## config.mk

```make
export PLATFORM = sky130hd
export DESIGN_NAME = prescaler_32k_tap_select
export DESIGN_NICKNAME = d
export VERILOG_FILES = /design/src/common/prescaler_pkg.sv /design/src/rtl/prescaler_32k_tap_select.sv
export SDC_FILE = /design/constraint.sdc
export NUM_CORES = 1
export LEC_CHECK = 0
export ABC_CLOCK_PERIOD_IN_PS = 4450
export BUFFER_PORTS_ARGS = -buffer_cell sky130_fd_sc_hd__buf_2
export CAP_MARGIN = 30
export CORE_MARGIN = 5
export CORE_UTILIZATION = 35
export CTS_CLUSTER_DIAMETER = 80
export DETAILED_ROUTE_END_ITERATION = 12
export PLACE_DENSITY = 0.66
export SYNTH_ARGS = -nofsm -noshare
export SYNTH_HDL_FRONTEND = slang
export SYNTH_SLANG_ARGS = --single-unit
```

## constraint.sdc

```tcl
create_clock -name SYS_CLK -period 4.45 [get_ports SYS_CLK]
set_clock_uncertainty 0.05 [all_clocks]
set_input_delay 0.6675 -clock SYS_CLK [delete_from_list [all_inputs] [get_ports SYS_CLK]]
set_output_delay 0.6675 -clock SYS_CLK [all_outputs]
set_load 0.005 [all_outputs]
```

## src/common/prescaler_pkg.sv

```systemverilog
package prescaler_pkg;

    // ----------------------------------------------------------------
    // Chain sizes and bus widths
    // ----------------------------------------------------------------
    localparam int HIGH_STAGES = 8;
    localparam int LOW_STAGES = 15;
    localparam int AXI_AW = 8;
    localparam int AXI_DW = 32;
    localparam int WARMUP_DEFAULT = 32768;
    localparam int WARM_CNT_W = 16;

    // ----------------------------------------------------------------
    // Register byte offsets
    // ----------------------------------------------------------------
    localparam logic [AXI_AW-1:0] SYS_CLOCK_ADDR = 8'h00;
    localparam logic [AXI_AW-1:0] DIV_CTRL_ADDR = 8'h04;
    localparam logic [AXI_AW-1:0] TRIM_A_ADDR = 8'h08;
    localparam logic [AXI_AW-1:0] TRIM_B_ADDR = 8'h0C;
    localparam logic [AXI_AW-1:0] CHAIN_ADDR = 8'h10;

    // ----------------------------------------------------------------
    // Field positions and reset values
    // ----------------------------------------------------------------
    localparam int RC_ON_BIT = 0;
    localparam int EXT_SEL_BIT = 1;
    localparam int XTAL_ON_BIT = 2;
    localparam int CORE_SEL_BIT = 3;
    localparam int CLEAR_BIT = 0;
    localparam int WARM_BIT = 1;
    localparam int RANGE_BIT = 4;
    localparam int LOW_CHAIN_LSB = 8;
    localparam logic [3:0] COARSE_RST = 4'h1;
    localparam logic [5:0] FINE_RST = 6'h00;
    localparam logic RANGE_RST = 1'b0;
    localparam logic [1:0] RESP_OKAY = 2'h0;
    localparam logic [1:0] RESP_SLVERR = 2'h2;

    // ----------------------------------------------------------------
    // Tap decoder: {last index of row, log2 of divide ratio}
    // ----------------------------------------------------------------
    localparam int DEC_ROWS = 51;
    localparam logic [10:0] DEC_TABLE [DEC_ROWS] = '{
        {8'h04, 3'h0}, {8'h0C, 3'h1}, {8'h0F, 3'h2}, {8'h10, 3'h1},
        {8'h16, 3'h2}, {8'h17, 3'h3}, {8'h1C, 3'h2}, {8'h1F, 3'h3},
        {8'h22, 3'h2}, {8'h27, 3'h3}, {8'h28, 3'h2}, {8'h2E, 3'h3},
        {8'h2F, 3'h4}, {8'h35, 3'h3}, {8'h37, 3'h4}, {8'h3C, 3'h3},
        {8'h3F, 3'h4}, {8'h43, 3'h3}, {8'h47, 3'h4}, {8'h4A, 3'h3},
        {8'h4F, 3'h4}, {8'h51, 3'h3}, {8'h57, 3'h4}, {8'h58, 3'h3},
        {8'h5E, 3'h4}, {8'h5F, 3'h5}, {8'h66, 3'h4}, {8'h67, 3'h5},
        {8'h6D, 3'h4}, {8'h6F, 3'h5}, {8'h74, 3'h4}, {8'h77, 3'h5},
        {8'h7C, 3'h4}, {8'h7F, 3'h5}, {8'h82, 3'h3}, {8'h8A, 3'h4},
        {8'h94, 3'h5}, {8'h97, 3'h6}, {8'h9A, 3'h5}, {8'h9F, 3'h6},
        {8'hA3, 3'h5}, {8'hAC, 3'h6}, {8'hAF, 3'h7}, {8'hB3, 3'h6},
        {8'hB7, 3'h7}, {8'hBA, 3'h6}, {8'hBF, 3'h7}, {8'hC1, 3'h6},
        {8'hC7, 3'h7}, {8'hC8, 3'h6}, {8'hFF, 3'h7}
    };

    // ----------------------------------------------------------------
    // Whole state of the block
    // ----------------------------------------------------------------
    typedef struct packed {
        logic rc_osc_on;
        logic external_clock_select;
        logic crystal_osc_on;
        logic core_clock_select;
        logic [5:0] osc_trim_fine;
        logic [3:0] osc_trim_coarse;
        logic osc_trim_range;
        logic ext_prev;
        logic ext_half;
        logic hp_lvl;
        logic [HIGH_STAGES-1:0] hp_cnt;
        logic xtal_prev;
        logic src_xtal;
        logic [2:0] src_tap;
        logic lp_lvl;
        logic [LOW_STAGES-1:0] lp_cnt;
        logic crystal_warmup_flag;
        logic [WARM_CNT_W-1:0] warm_cnt;
        logic core_clk;
        logic awready;
        logic wready;
        logic aw_ok;
        logic w_ok;
        logic [AXI_AW-1:0] awaddr;
        logic [AXI_DW-1:0] wdata;
        logic wstrb0;
        logic bvalid;
        logic [1:0] bresp;
        logic arready;
        logic rvalid;
        logic [AXI_DW-1:0] rdata;
        logic [1:0] rresp;
    } state_s;

endpackage

```

## src/rtl/prescaler_32k_tap_select.sv

```systemverilog
// Chosen here: the register addresses and the AXI4-Lite interface to the registers.
`timescale 1ns/1ps
// Function
// - High chain eight stages, low chain fifteen.
// - High chain from RC or external only.
// - Low input is crystal if crystal on and external not selected.
// - Clear bit resets low chain synchronously.
// - Crystal enable set clears low chain.
// - Global reset clears both chains.
// - Warmup flag high for 32768 crystal cycles.
// - Decoder picks tap nearest 32 kHz.
// - Index is range, coarse, fine top bits.
// - Low indices select undivided or half.
// - Next indices select divide by 2/4/8.
// - Following indices select divide by 4/8.
// - Middle indices select divide by 8/16.
// - Upper indices select divide by 16/32.
// - Range set low rows select divide by 8/16/32.
// - Top indices select divide by 128.
// - External clock halved before internal use.
// - Core slow clock from crystal or tap.
module prescaler_32k_tap_select
    import prescaler_pkg::*;
#(
    parameter int WARMUP_CYCLES = WARMUP_DEFAULT
) (
    // Clock and reset
    input wire logic SYS_CLK,
    input wire logic RESET_N,
    // Oscillator levels
    input wire logic RC_CLK,
    input wire logic XTAL_CLK,
    input wire logic EXT_CLK,
    // Divider outputs
    output logic [HIGH_STAGES-1:0] HIGH_DIV_OUT,
    output logic [LOW_STAGES-1:0] LOW_DIV_OUT,
    output logic LOW_DIV_IN,
    output logic CORE_SLOW_CLK,
    output logic WARMUP_FLAG,
    // AXI4-Lite write channels
    input wire logic [AXI_AW-1:0] S_AXI_AWADDR,
    input wire logic S_AXI_AWVALID,
    output logic S_AXI_AWREADY,
    input wire logic [AXI_DW-1:0] S_AXI_WDATA,
    input wire logic [3:0] S_AXI_WSTRB,
    input wire logic S_AXI_WVALID,
    output logic S_AXI_WREADY,
    output logic [1:0] S_AXI_BRESP,
    output logic S_AXI_BVALID,
    input wire logic S_AXI_BREADY,
    // AXI4-Lite read channels
    input wire logic [AXI_AW-1:0] S_AXI_ARADDR,
    input wire logic S_AXI_ARVALID,
    output logic S_AXI_ARREADY,
    output logic [AXI_DW-1:0] S_AXI_RDATA,
    output logic [1:0] S_AXI_RRESP,
    output logic S_AXI_RVALID,
    input wire logic S_AXI_RREADY
);

    // ----------------------------------------------------------------
    // Helpers
    // ----------------------------------------------------------------
    function automatic logic [2:0] tap_of(input logic [7:0] idx);
        logic [2:0] t;
        logic hit;
        t = '0;
        hit = 1'b0;
        for (int i = 0; i < DEC_ROWS; i++) begin
            if (!hit && idx <= DEC_TABLE[i][10:3]) begin
                t = DEC_TABLE[i][2:0];
                hit = 1'b1;
            end
        end
        return t;
    endfunction

    function automatic logic tap_lvl(input logic [2:0] k, input state_s s);
        logic v;
        v = s.hp_lvl;
        if (k != 3'h0) begin
            v = s.hp_cnt[k - 3'h1];
        end
        return v;
    endfunction

    state_s s_ff;
    state_s nxt_s;
    logic [7:0] idx;
    logic [2:0] cand_tap;
    logic cand_xtal;
    logic cand_lvl;
    logic cur_lvl;
    logic hp_run;
    logic hp_new;
    logic xtal_rise;
    logic wr_go;
    logic wr_hit;
    logic clr_low;
    logic xtal_set;
    logic [AXI_DW-1:0] rd;
    logic rd_hit;

    // ----------------------------------------------------------------
    // Next-state logic
    // ----------------------------------------------------------------
    always_comb begin
        nxt_s = s_ff;
        clr_low = 1'b0;
        xtal_set = 1'b0;
        wr_hit = 1'b1;
        rd = '0;
        rd_hit = 1'b1;

        // Register writes take effect when address and data are both held.
        wr_go = s_ff.aw_ok && s_ff.w_ok && !s_ff.bvalid;
        if (wr_go) begin
            unique case (s_ff.awaddr)
                SYS_CLOCK_ADDR: begin
                    if (s_ff.wstrb0) begin
                        nxt_s.rc_osc_on = s_ff.wdata[RC_ON_BIT];
                        nxt_s.external_clock_select = s_ff.wdata[EXT_SEL_BIT];
                        nxt_s.crystal_osc_on = s_ff.wdata[XTAL_ON_BIT];
                        nxt_s.core_clock_select = s_ff.wdata[CORE_SEL_BIT];
                        xtal_set = s_ff.wdata[XTAL_ON_BIT] && !s_ff.crystal_osc_on;
                    end
                end
                DIV_CTRL_ADDR: begin
                    clr_low = s_ff.wstrb0 && s_ff.wdata[CLEAR_BIT];
                end
                TRIM_A_ADDR: begin
                    if (s_ff.wstrb0) begin
                        nxt_s.osc_trim_fine = s_ff.wdata[5:0];
                    end
                end
                TRIM_B_ADDR: begin
                    if (s_ff.wstrb0) begin
                        nxt_s.osc_trim_coarse = s_ff.wdata[3:0];
                        nxt_s.osc_trim_range = s_ff.wdata[RANGE_BIT];
                    end
                end
                CHAIN_ADDR: begin
                    wr_hit = 1'b1;
                end
                default: begin
                    wr_hit = 1'b0;
                end
            endcase
        end

        // External clock is halved before anything else sees it.
        if (EXT_CLK && !s_ff.ext_prev) begin
            nxt_s.ext_half = !s_ff.ext_half;
        end
        nxt_s.ext_prev = EXT_CLK;

        // High chain input and count.
        hp_run = s_ff.rc_osc_on || s_ff.external_clock_select;
        hp_new = 1'b0;
        if (hp_run) begin
            hp_new = s_ff.external_clock_select ? s_ff.ext_half : RC_CLK;
        end
        nxt_s.hp_lvl = hp_new;
        if (hp_new && !s_ff.hp_lvl) begin
            nxt_s.hp_cnt = s_ff.hp_cnt + 8'h01;
        end

        // Tap decode and low chain source choice.
        idx = {s_ff.osc_trim_range, s_ff.osc_trim_coarse, s_ff.osc_trim_fine[5:3]};
        cand_tap = tap_of(idx);
        cand_xtal = s_ff.crystal_osc_on && !s_ff.external_clock_select;
        cand_lvl = cand_xtal ? XTAL_CLK : tap_lvl(cand_tap, s_ff);
        cur_lvl = s_ff.src_xtal ? XTAL_CLK : tap_lvl(s_ff.src_tap, s_ff);

        // Sources only swap while both the old and the new level are low.
        if (!s_ff.lp_lvl && !cur_lvl && !cand_lvl) begin
            nxt_s.src_xtal = cand_xtal;
            nxt_s.src_tap = cand_tap;
        end
        nxt_s.lp_lvl = cur_lvl;
        if (clr_low || xtal_set) begin
            nxt_s.lp_cnt = '0;
        end else if (cur_lvl && !s_ff.lp_lvl) begin
            nxt_s.lp_cnt = s_ff.lp_cnt + 15'h0001;
        end

        // Crystal warmup tracking.
        xtal_rise = XTAL_CLK && !s_ff.xtal_prev;
        nxt_s.xtal_prev = XTAL_CLK;
        if (xtal_set) begin
            nxt_s.crystal_warmup_flag = 1'b1;
            nxt_s.warm_cnt = '0;
        end else if (!s_ff.crystal_osc_on) begin
            nxt_s.crystal_warmup_flag = 1'b0;
        end else if (s_ff.crystal_warmup_flag && xtal_rise) begin
            nxt_s.warm_cnt = s_ff.warm_cnt + 16'h0001;
            if (s_ff.warm_cnt == WARM_CNT_W'(WARMUP_CYCLES - 1)) begin
                nxt_s.crystal_warmup_flag = 1'b0;
            end
        end

        // Slow core clock.
        nxt_s.core_clk = 1'b0;
        if (s_ff.core_clock_select) begin
            nxt_s.core_clk = cand_xtal ? XTAL_CLK : tap_lvl(cand_tap, s_ff);
        end

        // Write channel handshakes.
        if (s_ff.awready && S_AXI_AWVALID) begin
            nxt_s.awready = 1'b0;
            nxt_s.aw_ok = 1'b1;
            nxt_s.awaddr = S_AXI_AWADDR;
        end
        if (s_ff.wready && S_AXI_WVALID) begin
            nxt_s.wready = 1'b0;
            nxt_s.w_ok = 1'b1;
            nxt_s.wdata = S_AXI_WDATA;
            nxt_s.wstrb0 = S_AXI_WSTRB[0];
        end
        if (wr_go) begin
            nxt_s.bvalid = 1'b1;
            nxt_s.bresp = wr_hit ? RESP_OKAY : RESP_SLVERR;
        end
        if (s_ff.bvalid && S_AXI_BREADY) begin
            nxt_s.bvalid = 1'b0;
            nxt_s.aw_ok = 1'b0;
            nxt_s.w_ok = 1'b0;
            nxt_s.awready = 1'b1;
            nxt_s.wready = 1'b1;
        end

        // Read channel.
        unique case (S_AXI_ARADDR)
            SYS_CLOCK_ADDR: begin
                rd[RC_ON_BIT] = s_ff.rc_osc_on;
                rd[EXT_SEL_BIT] = s_ff.external_clock_select;
                rd[XTAL_ON_BIT] = s_ff.crystal_osc_on;
                rd[CORE_SEL_BIT] = s_ff.core_clock_select;
            end
            DIV_CTRL_ADDR: begin
                rd[WARM_BIT] = s_ff.crystal_warmup_flag;
            end
            TRIM_A_ADDR: begin
                rd[5:0] = s_ff.osc_trim_fine;
            end
            TRIM_B_ADDR: begin
                rd[3:0] = s_ff.osc_trim_coarse;
                rd[RANGE_BIT] = s_ff.osc_trim_range;
            end
            CHAIN_ADDR: begin
                rd[HIGH_STAGES-1:0] = s_ff.hp_cnt;
                rd[LOW_CHAIN_LSB +: LOW_STAGES] = s_ff.lp_cnt;
            end
            default: begin
                rd_hit = 1'b0;
            end
        endcase
        if (s_ff.arready && S_AXI_ARVALID) begin
            nxt_s.arready = 1'b0;
            nxt_s.rvalid = 1'b1;
            nxt_s.rdata = rd;
            nxt_s.rresp = rd_hit ? RESP_OKAY : RESP_SLVERR;
        end
        if (s_ff.rvalid && S_AXI_RREADY) begin
            nxt_s.rvalid = 1'b0;
            nxt_s.arready = 1'b1;
        end
    end

    // ----------------------------------------------------------------
    // State register
    // ----------------------------------------------------------------
    always_ff @(posedge SYS_CLK) begin
        if (!RESET_N) begin
            s_ff <= '0;
            s_ff.osc_trim_coarse <= COARSE_RST;
            s_ff.osc_trim_fine <= FINE_RST;
            s_ff.osc_trim_range <= RANGE_RST;
            s_ff.awready <= 1'b1;
            s_ff.wready <= 1'b1;
            s_ff.arready <= 1'b1;
        end else begin
            s_ff <= nxt_s;
        end
    end

    // ----------------------------------------------------------------
    // Outputs
    // ----------------------------------------------------------------
    assign HIGH_DIV_OUT = s_ff.hp_cnt;
    assign LOW_DIV_OUT = s_ff.lp_cnt;
    assign LOW_DIV_IN = s_ff.lp_lvl;
    assign CORE_SLOW_CLK = s_ff.core_clk;
    assign WARMUP_FLAG = s_ff.crystal_warmup_flag;
    assign S_AXI_AWREADY = s_ff.awready;
    assign S_AXI_WREADY = s_ff.wready;
    assign S_AXI_BVALID = s_ff.bvalid;
    assign S_AXI_BRESP = s_ff.bresp;
    assign S_AXI_ARREADY = s_ff.arready;
    assign S_AXI_RVALID = s_ff.rvalid;
    assign S_AXI_RDATA = s_ff.rdata;
    assign S_AXI_RRESP = s_ff.rresp;

endmodule

```

==> flow_summary.yaml, run 1 <==
critical_path:
  slowest_delay_ns: 0.68
  path_class: "flop to flop"
  crit_required_ns: 4.66
  cp-startpoint: "idx[4]"
  r2r-start: "idx[4]"
  r2r-end: "s_ff[119]"
  cp_max_fo: 17
  crit_slowest_cell: "sky130_fd_sc_hd__dfxtp_1"
  worst_r2r_path_depth: 12
  startpoint_type: "flop"
  worst_path_cell_chain: "maj3_1 > a2111oi_0 > a21o_1 > or4b_4 > nor3_1 > ha_1 > mux4_2 > inv_1 > o41a_1 > a211o_1 > o21a_2 > a221oi_1"
  worst-endpoint-arrival_ns: 4.15
  cp-endpoint: "s_ff[119]"
  end_kind: "flop"
  rrSetupSlack_ns: 0.51
pwr:
  power.ir.vdd_worst_uv: 154
  total_power_mw: 1.95
  power_frac_clock_pct: 41.5
  power.leakage_nw: 2.49
  internal_power_mw: 1.50
  power-per-cell-area_nw_per_um2: 301
  pwr-share-seq_pct: 53.3
  p_sw_share_pct: 23.2
  power.combinational.fraction_pct: 5.2
  switchingPower_uw: 452
final_layout:
  layout-drive-gt1-share_pct: 17.5
  final_cell_mix: "sky130_fd_sc_hd__dfxtp_1 (112), sky130_fd_sc_hd__buf_2 (88), sky130_fd_sc_hd__nand2_1 (75)"
  layout.filler_cells: 1696
  antennaDiodeCount: 0
  syn2layout_area_growth_pct: 8.70
  layout_commonest_cell: "sky130_fd_sc_hd__dfxtp_1"
  num-nets-final: 817
  sequential_cell_area_um2: 2240
  area_of_the_multi_input_gates_um2: 3060
cts:
  worst_skew_pair_later_pin_latency_ns: 0.35
  tritoncts: "built"
  postCtsSetupRepairBufs: 0
  cts_buffer_depth: 2
  holdBufCountCts: 0
  clk_transition_reported_paths_ns: 0.08
  cts_root_buf: "sky130_fd_sc_hd__clkbuf_16"
  htree_levels: 3
  clock_sink_count: 112
  cts.repair.resized: 0
  tritoncts.num_buffers: 9
timing:
  rsz0062_at_grt: "no"
  relSlewSlack_pct: 38.7
  clock.fmax_mhz: 254
  fin_crit_sh_pct: 88.5
  layout_min_cycle_time_ns: 3.94
  timing.final.hold_violations: 0
  slew_violations: 0
  worstMarginPinSlew_ns: 0.920
  finalSetupViolations: 0
  tns_ns: 0
logic_synthesis:
  netlist_instances: 729
  synth_compound_area_share_pct: 14.7
  synth_top_flop_cell: "sky130_fd_sc_hd__dfxtp_1"
  synth_enable_flop_cells: 0
  synth_top_family_by_area: "simple AND/OR/NAND/NOR gates"
  yosysSeqAreaShare_pct: 37.6
  synth-async-reset-ratio_pct: 0
  syn_area_um2: 5960
  yosys.area_share.simple_pct: 24.3
  yosysWarningCount: 0
  yosys.area_share.xor_xnor_pct: 4.56
  ys_types: 69
  synth_adder_area_share_pct: 1.83
  muxShareOfSynthArea_pct: 5.31
  avgSynthCellArea_um2: 8.17
  yosys_register_bits: 112
routing:
  drt-vias-per-instance: 5.18
  post-route-drc-count: 0
  routed_wire_length_per_instance_um: 15.0
  detail_route.first_pass.iterations: 5
  drt_wl_total_um: 14600
  via_count: 5043
  drt_iter0_markers: 313
  detail-route-antenna-nets: 0
min_path:
  worst_hold_path_type: "flop to flop"
place:
  io_buffers: 88
  place.gp.congestion: 0.882
  dp.final_hpwl_um: 10700
global_routing:
  first_pass_grt_wire_length_um: 23900
  grt-ovfl-total: 0
  via_count_of_the_first_global_routing_pass: 4697
  grt_util_all_layers_pct: 14.6
  grt_antenna_before_repair: 0
  grt_max_degree: 45
floorplan:
  start_util_pct: 35.8
  floorplan.die.width_um: 140
  dieArea_um2: 19700
  core_area_um2: 16600
  io_pins: 129
  core.rowCount: 47
  fp.dieH_um: 140
run_status:
  status: "completed"
job:
  maxCapViolations: 0
## cell usage after synthesis (3+ instances only)
| library cell | instances | area share, % |
|---|---|---|
| sky130_fd_sc_hd__buf_2 | 6 | 0.50 |
| sky130_fd_sc_hd__nor2_1 | 72 | 4.5 |
| sky130_fd_sc_hd__mux4_2 | 6 | 2.3 |
| sky130_fd_sc_hd__and3_1 | 4 | 0.42 |
| sky130_fd_sc_hd__nand2_1 | 75 | 4.7 |
| sky130_fd_sc_hd__nand2b_1 | 6 | 0.63 |
| sky130_fd_sc_hd__o211ai_1 | 4 | 0.50 |
| sky130_fd_sc_hd__nor4_1 | 5 | 0.53 |
| sky130_fd_sc_hd__a21oi_1 | 57 | 4.8 |
| sky130_fd_sc_hd__a22oi_1 | 5 | 0.63 |
| sky130_fd_sc_hd__a21boi_0 | 6 | 0.76 |
| sky130_fd_sc_hd__nor2b_1 | 9 | 0.95 |
| sky130_fd_sc_hd__a31oi_1 | 5 | 0.53 |
| sky130_fd_sc_hd__xor2_1 | 19 | 2.8 |
| sky130_fd_sc_hd__a211o_1 | 3 | 0.44 |
| sky130_fd_sc_hd__buf_4 | 59 | 7.4 |
| sky130_fd_sc_hd__or3_1 | 7 | 0.74 |
| sky130_fd_sc_hd__a211oi_1 | 4 | 0.50 |
| sky130_fd_sc_hd__clkbuf_1 | 34 | 2.1 |
| sky130_fd_sc_hd__o21ai_0 | 20 | 1.7 |
| sky130_fd_sc_hd__nand4_1 | 16 | 1.7 |
| sky130_fd_sc_hd__ha_1 | 7 | 1.5 |
| sky130_fd_sc_hd__nand3_1 | 50 | 4.2 |
| sky130_fd_sc_hd__nor3b_1 | 4 | 0.50 |
| sky130_fd_sc_hd__or2_2 | 3 | 0.32 |
| sky130_fd_sc_hd__nor3_1 | 21 | 1.8 |
| sky130_fd_sc_hd__a222oi_1 | 4 | 0.67 |
| sky130_fd_sc_hd__inv_1 | 16 | 1.0 |
| sky130_fd_sc_hd__dfxtp_1 | 112 | 38 |
| sky130_fd_sc_hd__mux2i_1 | 17 | 2.9 |
| sky130_fd_sc_hd__nand3b_1 | 6 | 0.76 |
| sky130_fd_sc_hd__a2111oi_0 | 3 | 0.44 |
| sky130_fd_sc_hd__a221oi_1 | 3 | 0.44 |
| sky130_fd_sc_hd__xnor2_1 | 12 | 1.8 |
| sky130_fd_sc_hd__and2_1 | 5 | 0.53 |
## worst max-delay path: cells and delay by family, from the launching register on
| kind | cells | cell delay (ns) |
|---|---|---|
| flip-flops | 1 | 0.68 |
| buffers and inverters | 1 | 0.05 |
| AND/OR/NAND/NOR | 2 | 0.77 |
| adder cells (fa/ha/maj) | 2 | 0.60 |
| AO/OA/AOI/OAI | 6 | 1.34 |
| multiplexers | 1 | 0.36 |
## through the flow
step | cell area (um2) | hold slack [ns] | std cells | setup WS [ns] | utilization, %
final | 6470 | 0.398 | 973 | 0.512 | 38.9
after global routing | 6470 | 0.419 | 973 | 0.191 | 38.9
after CTS | 6470 | 0.401 | 973 | 0.498 | 38.9
after detailed placement | 6190 | 0.392 | 957 | 0.486 | 37.2
after global placement | 6170 | 0.388 | 956 | 0.488 | 37.0
after floorplan | 5990 | 0.375 | 739 | 0.804 | -
## cell families (layout without fill, tap and decap cells)
group / count (synthesis) / after routing
compound gates: 137 / 137
xor+xnor: 31 / 31
fa+ha+maj: 9 / 9
buf+inv: 119 / 133
flops: 112 / 112
mux: 24 / 24
other cells: 1 / 11
simple gates: 296 / 296
## per-layer routing
| layer | wire [um] | share of wire [%] | GRT usage, % | up-vias |
|---|---|---|---|---|
| li1 | - | - | - | 2542 |
| met1 | 6660 | 46 | 19.1 | 2357 |
| met2 | 6740 | 46 | 23.4 | 125 |
| met3 | 931 | 6.4 | 4.26 | 19 |
| met4 | 256 | 1.8 | 4.33 | 0 |
| met5 | 0 | 0 | 0 | - |
## worst min path at each step
| stage | startpoint | end | slack [ns] | cells after the start |
|---|---|---|---|---|
| final | S_AXI_RDATA[8] | S_AXI_RDATA[8] | 0.40 | 2 |
| after global routing | s_ff[79] | s_ff[79] | 0.42 | 2 |
| after CTS | S_AXI_RDATA[8] | S_AXI_RDATA[8] | 0.40 | 2 |
| after detailed placement | S_AXI_RDATA[8] | S_AXI_RDATA[8] | 0.39 | 2 |
| after global placement | S_AXI_RDATA[13] | S_AXI_RDATA[13] | 0.39 | 2 |
| after floorplan | s_ff[145] | CORE_SLOW_CLK | 0.38 | 2 |
## state kept, by name (all words and copies together) (netlist names), 8 cells and up
register / count
S_AXI_RDATA: 23
s_ff: 48
HIGH_DIV_OUT: 8
LOW_DIV_OUT: 15
idx: 8
## power groups by stage
| stage | sequential [mW] | combinational, mW | clock (mW) |
|---|---|---|---|
| 3_5_place_dp | 1.06 | 0.103 | 0 |
| 2_1_floorplan | 1.05 | 0.0760 | 0 |
| 5_1_grt | 1.04 | 0.116 | 0.868 |
| 6_report | 1.04 | 0.102 | 0.809 |
| 3_3_place_gp | 1.06 | 0.0997 | 0 |
| 4_1_cts | 1.04 | 0.103 | 0.824 |
## area by class of cell
cell class | instances | share of cell area, %
flip-flops and latches | 112 | 34.6
clock inverters | 5 | 0.870
repair buffers | 100 | 8.39
well taps | 220 | 4.25
inverters | 17 | 0.986
multi-input cells | 508 | 47.3
clock buffers | 11 | 3.59
Power figures use the tool's default switching activity.
==> inputs of run 2 (changes only) <==
==> constraint.sdc (replaced) <==
create_clock -name SYS_CLK -period 4.45 [get_ports SYS_CLK]
set_clock_uncertainty 0.05 [all_clocks]
set_input_delay 0.445 -clock SYS_CLK [delete_from_list [all_inputs] [get_ports SYS_CLK]]
set_output_delay 0.445 -clock SYS_CLK [all_outputs]
set_load 0.005 [all_outputs]
==> flow_summary.yaml, run 2 (synthesized netlist as in run 1, its figures left out) <==
floorplan:
  dieArea_um2: 19700
  core.rowCount: 47
  start_util_pct: 35.8
  fp.dieH_um: 140
  core_area_um2: 16600
  io_pins: 129
  floorplan.die.width_um: 140
cts:
  cts.repair.resized: 0
  clock_sink_count: 112
  cts_buffer_depth: 2
  holdBufCountCts: 0
  postCtsSetupRepairBufs: 0
  clk_transition_reported_paths_ns: 0.08
  tritoncts: "built"
  cts_root_buf: "sky130_fd_sc_hd__clkbuf_16"
  htree_levels: 3
  tritoncts.num_buffers: 9
  worst_skew_pair_later_pin_latency_ns: 0.34
timing:
  layout_min_cycle_time_ns: 3.95
  relSlewSlack_pct: 36.5
  fin_crit_sh_pct: 88.8
  rsz0062_at_grt: "no"
  finalSetupViolations: 0
  timing.final.hold_violations: 0
  worstMarginPinSlew_ns: 0.952
  slew_violations: 0
  tns_ns: 0
  fin_worst_hold_slack_ns: 0.284
  clock.fmax_mhz: 253
critical_path:
  crit_required_ns: 4.65
  startpoint_type: "flop"
  r2r-start: "idx[7]"
  rrSetupSlack_ns: 0.50
  r2r-end: "s_ff[118]"
  cp_max_fo: 15
  worst_path_cell_chain: "nand2b_1 > nor4_1 > a21o_1 > or4b_4 > nor3_1 > ha_1 > mux4_2 > inv_1 > o41a_1 > a211o_1 > o21a_2 > a221oi_1"
  timing.critical_path.max_delay_family: "compound AO/OA/AOI/OAI gates"
  worstSetupPathDepth: 12
  worst-endpoint-arrival_ns: 4.15
  cp-endpoint: "s_ff[118]"
  cp.buffers_inverters: 1
  worst_r2r_path_depth: 12
  cp-startpoint: "idx[7]"
  crit_slowest_cell: "sky130_fd_sc_hd__dfxtp_1"
  slowest_delay_ns: 0.66
  end_kind: "flop"
  path_class: "flop to flop"
min_path:
  worst_hold_path_type: "input pin to flop"
final_layout:
  layout_commonest_cell: "sky130_fd_sc_hd__dfxtp_1"
  num-nets-final: 817
  syn2layout_area_growth_pct: 9.12
  antennaDiodeCount: 0
  layout-drive-gt1-share_pct: 17.8
  register_with_the_most_flip_flops: "s_ff"
  final_cell_mix: "sky130_fd_sc_hd__dfxtp_1 (112), sky130_fd_sc_hd__buf_2 (88), sky130_fd_sc_hd__nand2_1 (75)"
  largest_reg_flops: 48
global_routing:
  grt_util_all_layers_pct: 14.6
  grt_antenna_before_repair: 0
  via_count_of_the_first_global_routing_pass: 4751
  grt-ovfl-total: 0
  first_pass_grt_wire_length_um: 24100
  grt_max_degree: 46
job:
  maxCapViolations: 0
pwr:
  power.ir.vdd_worst_uv: 189
  power.leakage_nw: 2.51
  power-per-cell-area_nw_per_um2: 305
place:
  dp.final_hpwl_um: 10500
  place.gp.congestion: 0.910
  io_buffers: 88
routing:
  routed_wire_length_per_instance_um: 14.9
  post-route-drc-count: 0
  drt_iter0_markers: 341
  via_count: 4986
  drt-vias-per-instance: 5.12
  detail_route.first_pass.iterations: 8
  detail-route-antenna-nets: 0
  drt_wl_total_um: 14500
run_status:
  status: "completed"
[run 2: power by group]
group / internal, mW / switching, mW
clock: 0.473 / 0.373
combinational: 0.0385 / 0.0634
sequential: 1.02 / 0.0175
total: 1.53 / 0.453
[run 2: worst min path at each step]
| stage | from | end | slack [ns] | cells after the start |
|---|---|---|---|---|
| after floorplan | s_ff[145] | CORE_SLOW_CLK | 0.38 | 2 |
| after global placement | S_AXI_RDATA[13] | S_AXI_RDATA[13] | 0.39 | 2 |
| after detailed placement | S_AXI_RDATA[8] | S_AXI_RDATA[8] | 0.39 | 2 |
| after CTS | S_AXI_RREADY | S_AXI_ARREADY | 0.28 | 2 |
| after global routing | S_AXI_RREADY | S_AXI_ARREADY | 0.29 | 2 |
| final | EXT_CLK | s_ff[133] | 0.28 | 2 |
[run 2: area by class of cell]
type / instances / area [um2]
Clock inverter: 5 / 61.3
Timing Repair Buffer: 100 / 543
Tap cell: 220 / 275
Fill cell: 1698 / 10100
Multi-Input combinational cell: 508 / 3060
Inverter: 17 / 63.8
Sequential cell: 112 / 2240
Clock buffer: 11 / 253
[run 2: stage by stage]
step                util [%]  std cells  setup WS [ns]  power [mW]  instance area [um2]
floorplan                  -        739          0.804        1.13                 5990
CTS                     39.1        973          0.529        2.00                 6500
finish                  39.1        973          0.499        1.99                 6500
detailed placement      37.2        957          0.514        1.16                 6190
global route            39.1        973          0.220        2.06                 6500
global placement        37.0        956          0.523        1.16                 6170
[run 2: routing by layer]
layer | up-vias | wire, um | track usage [%]
met2 | 133 | 6680 | 23.3
met4 | 0 | 176 | 3.82
li1 | 2538 | - | -
met1 | 2299 | 6750 | 19.9
met5 | - | 0 | 0
met3 | 16 | 933 | 3.24
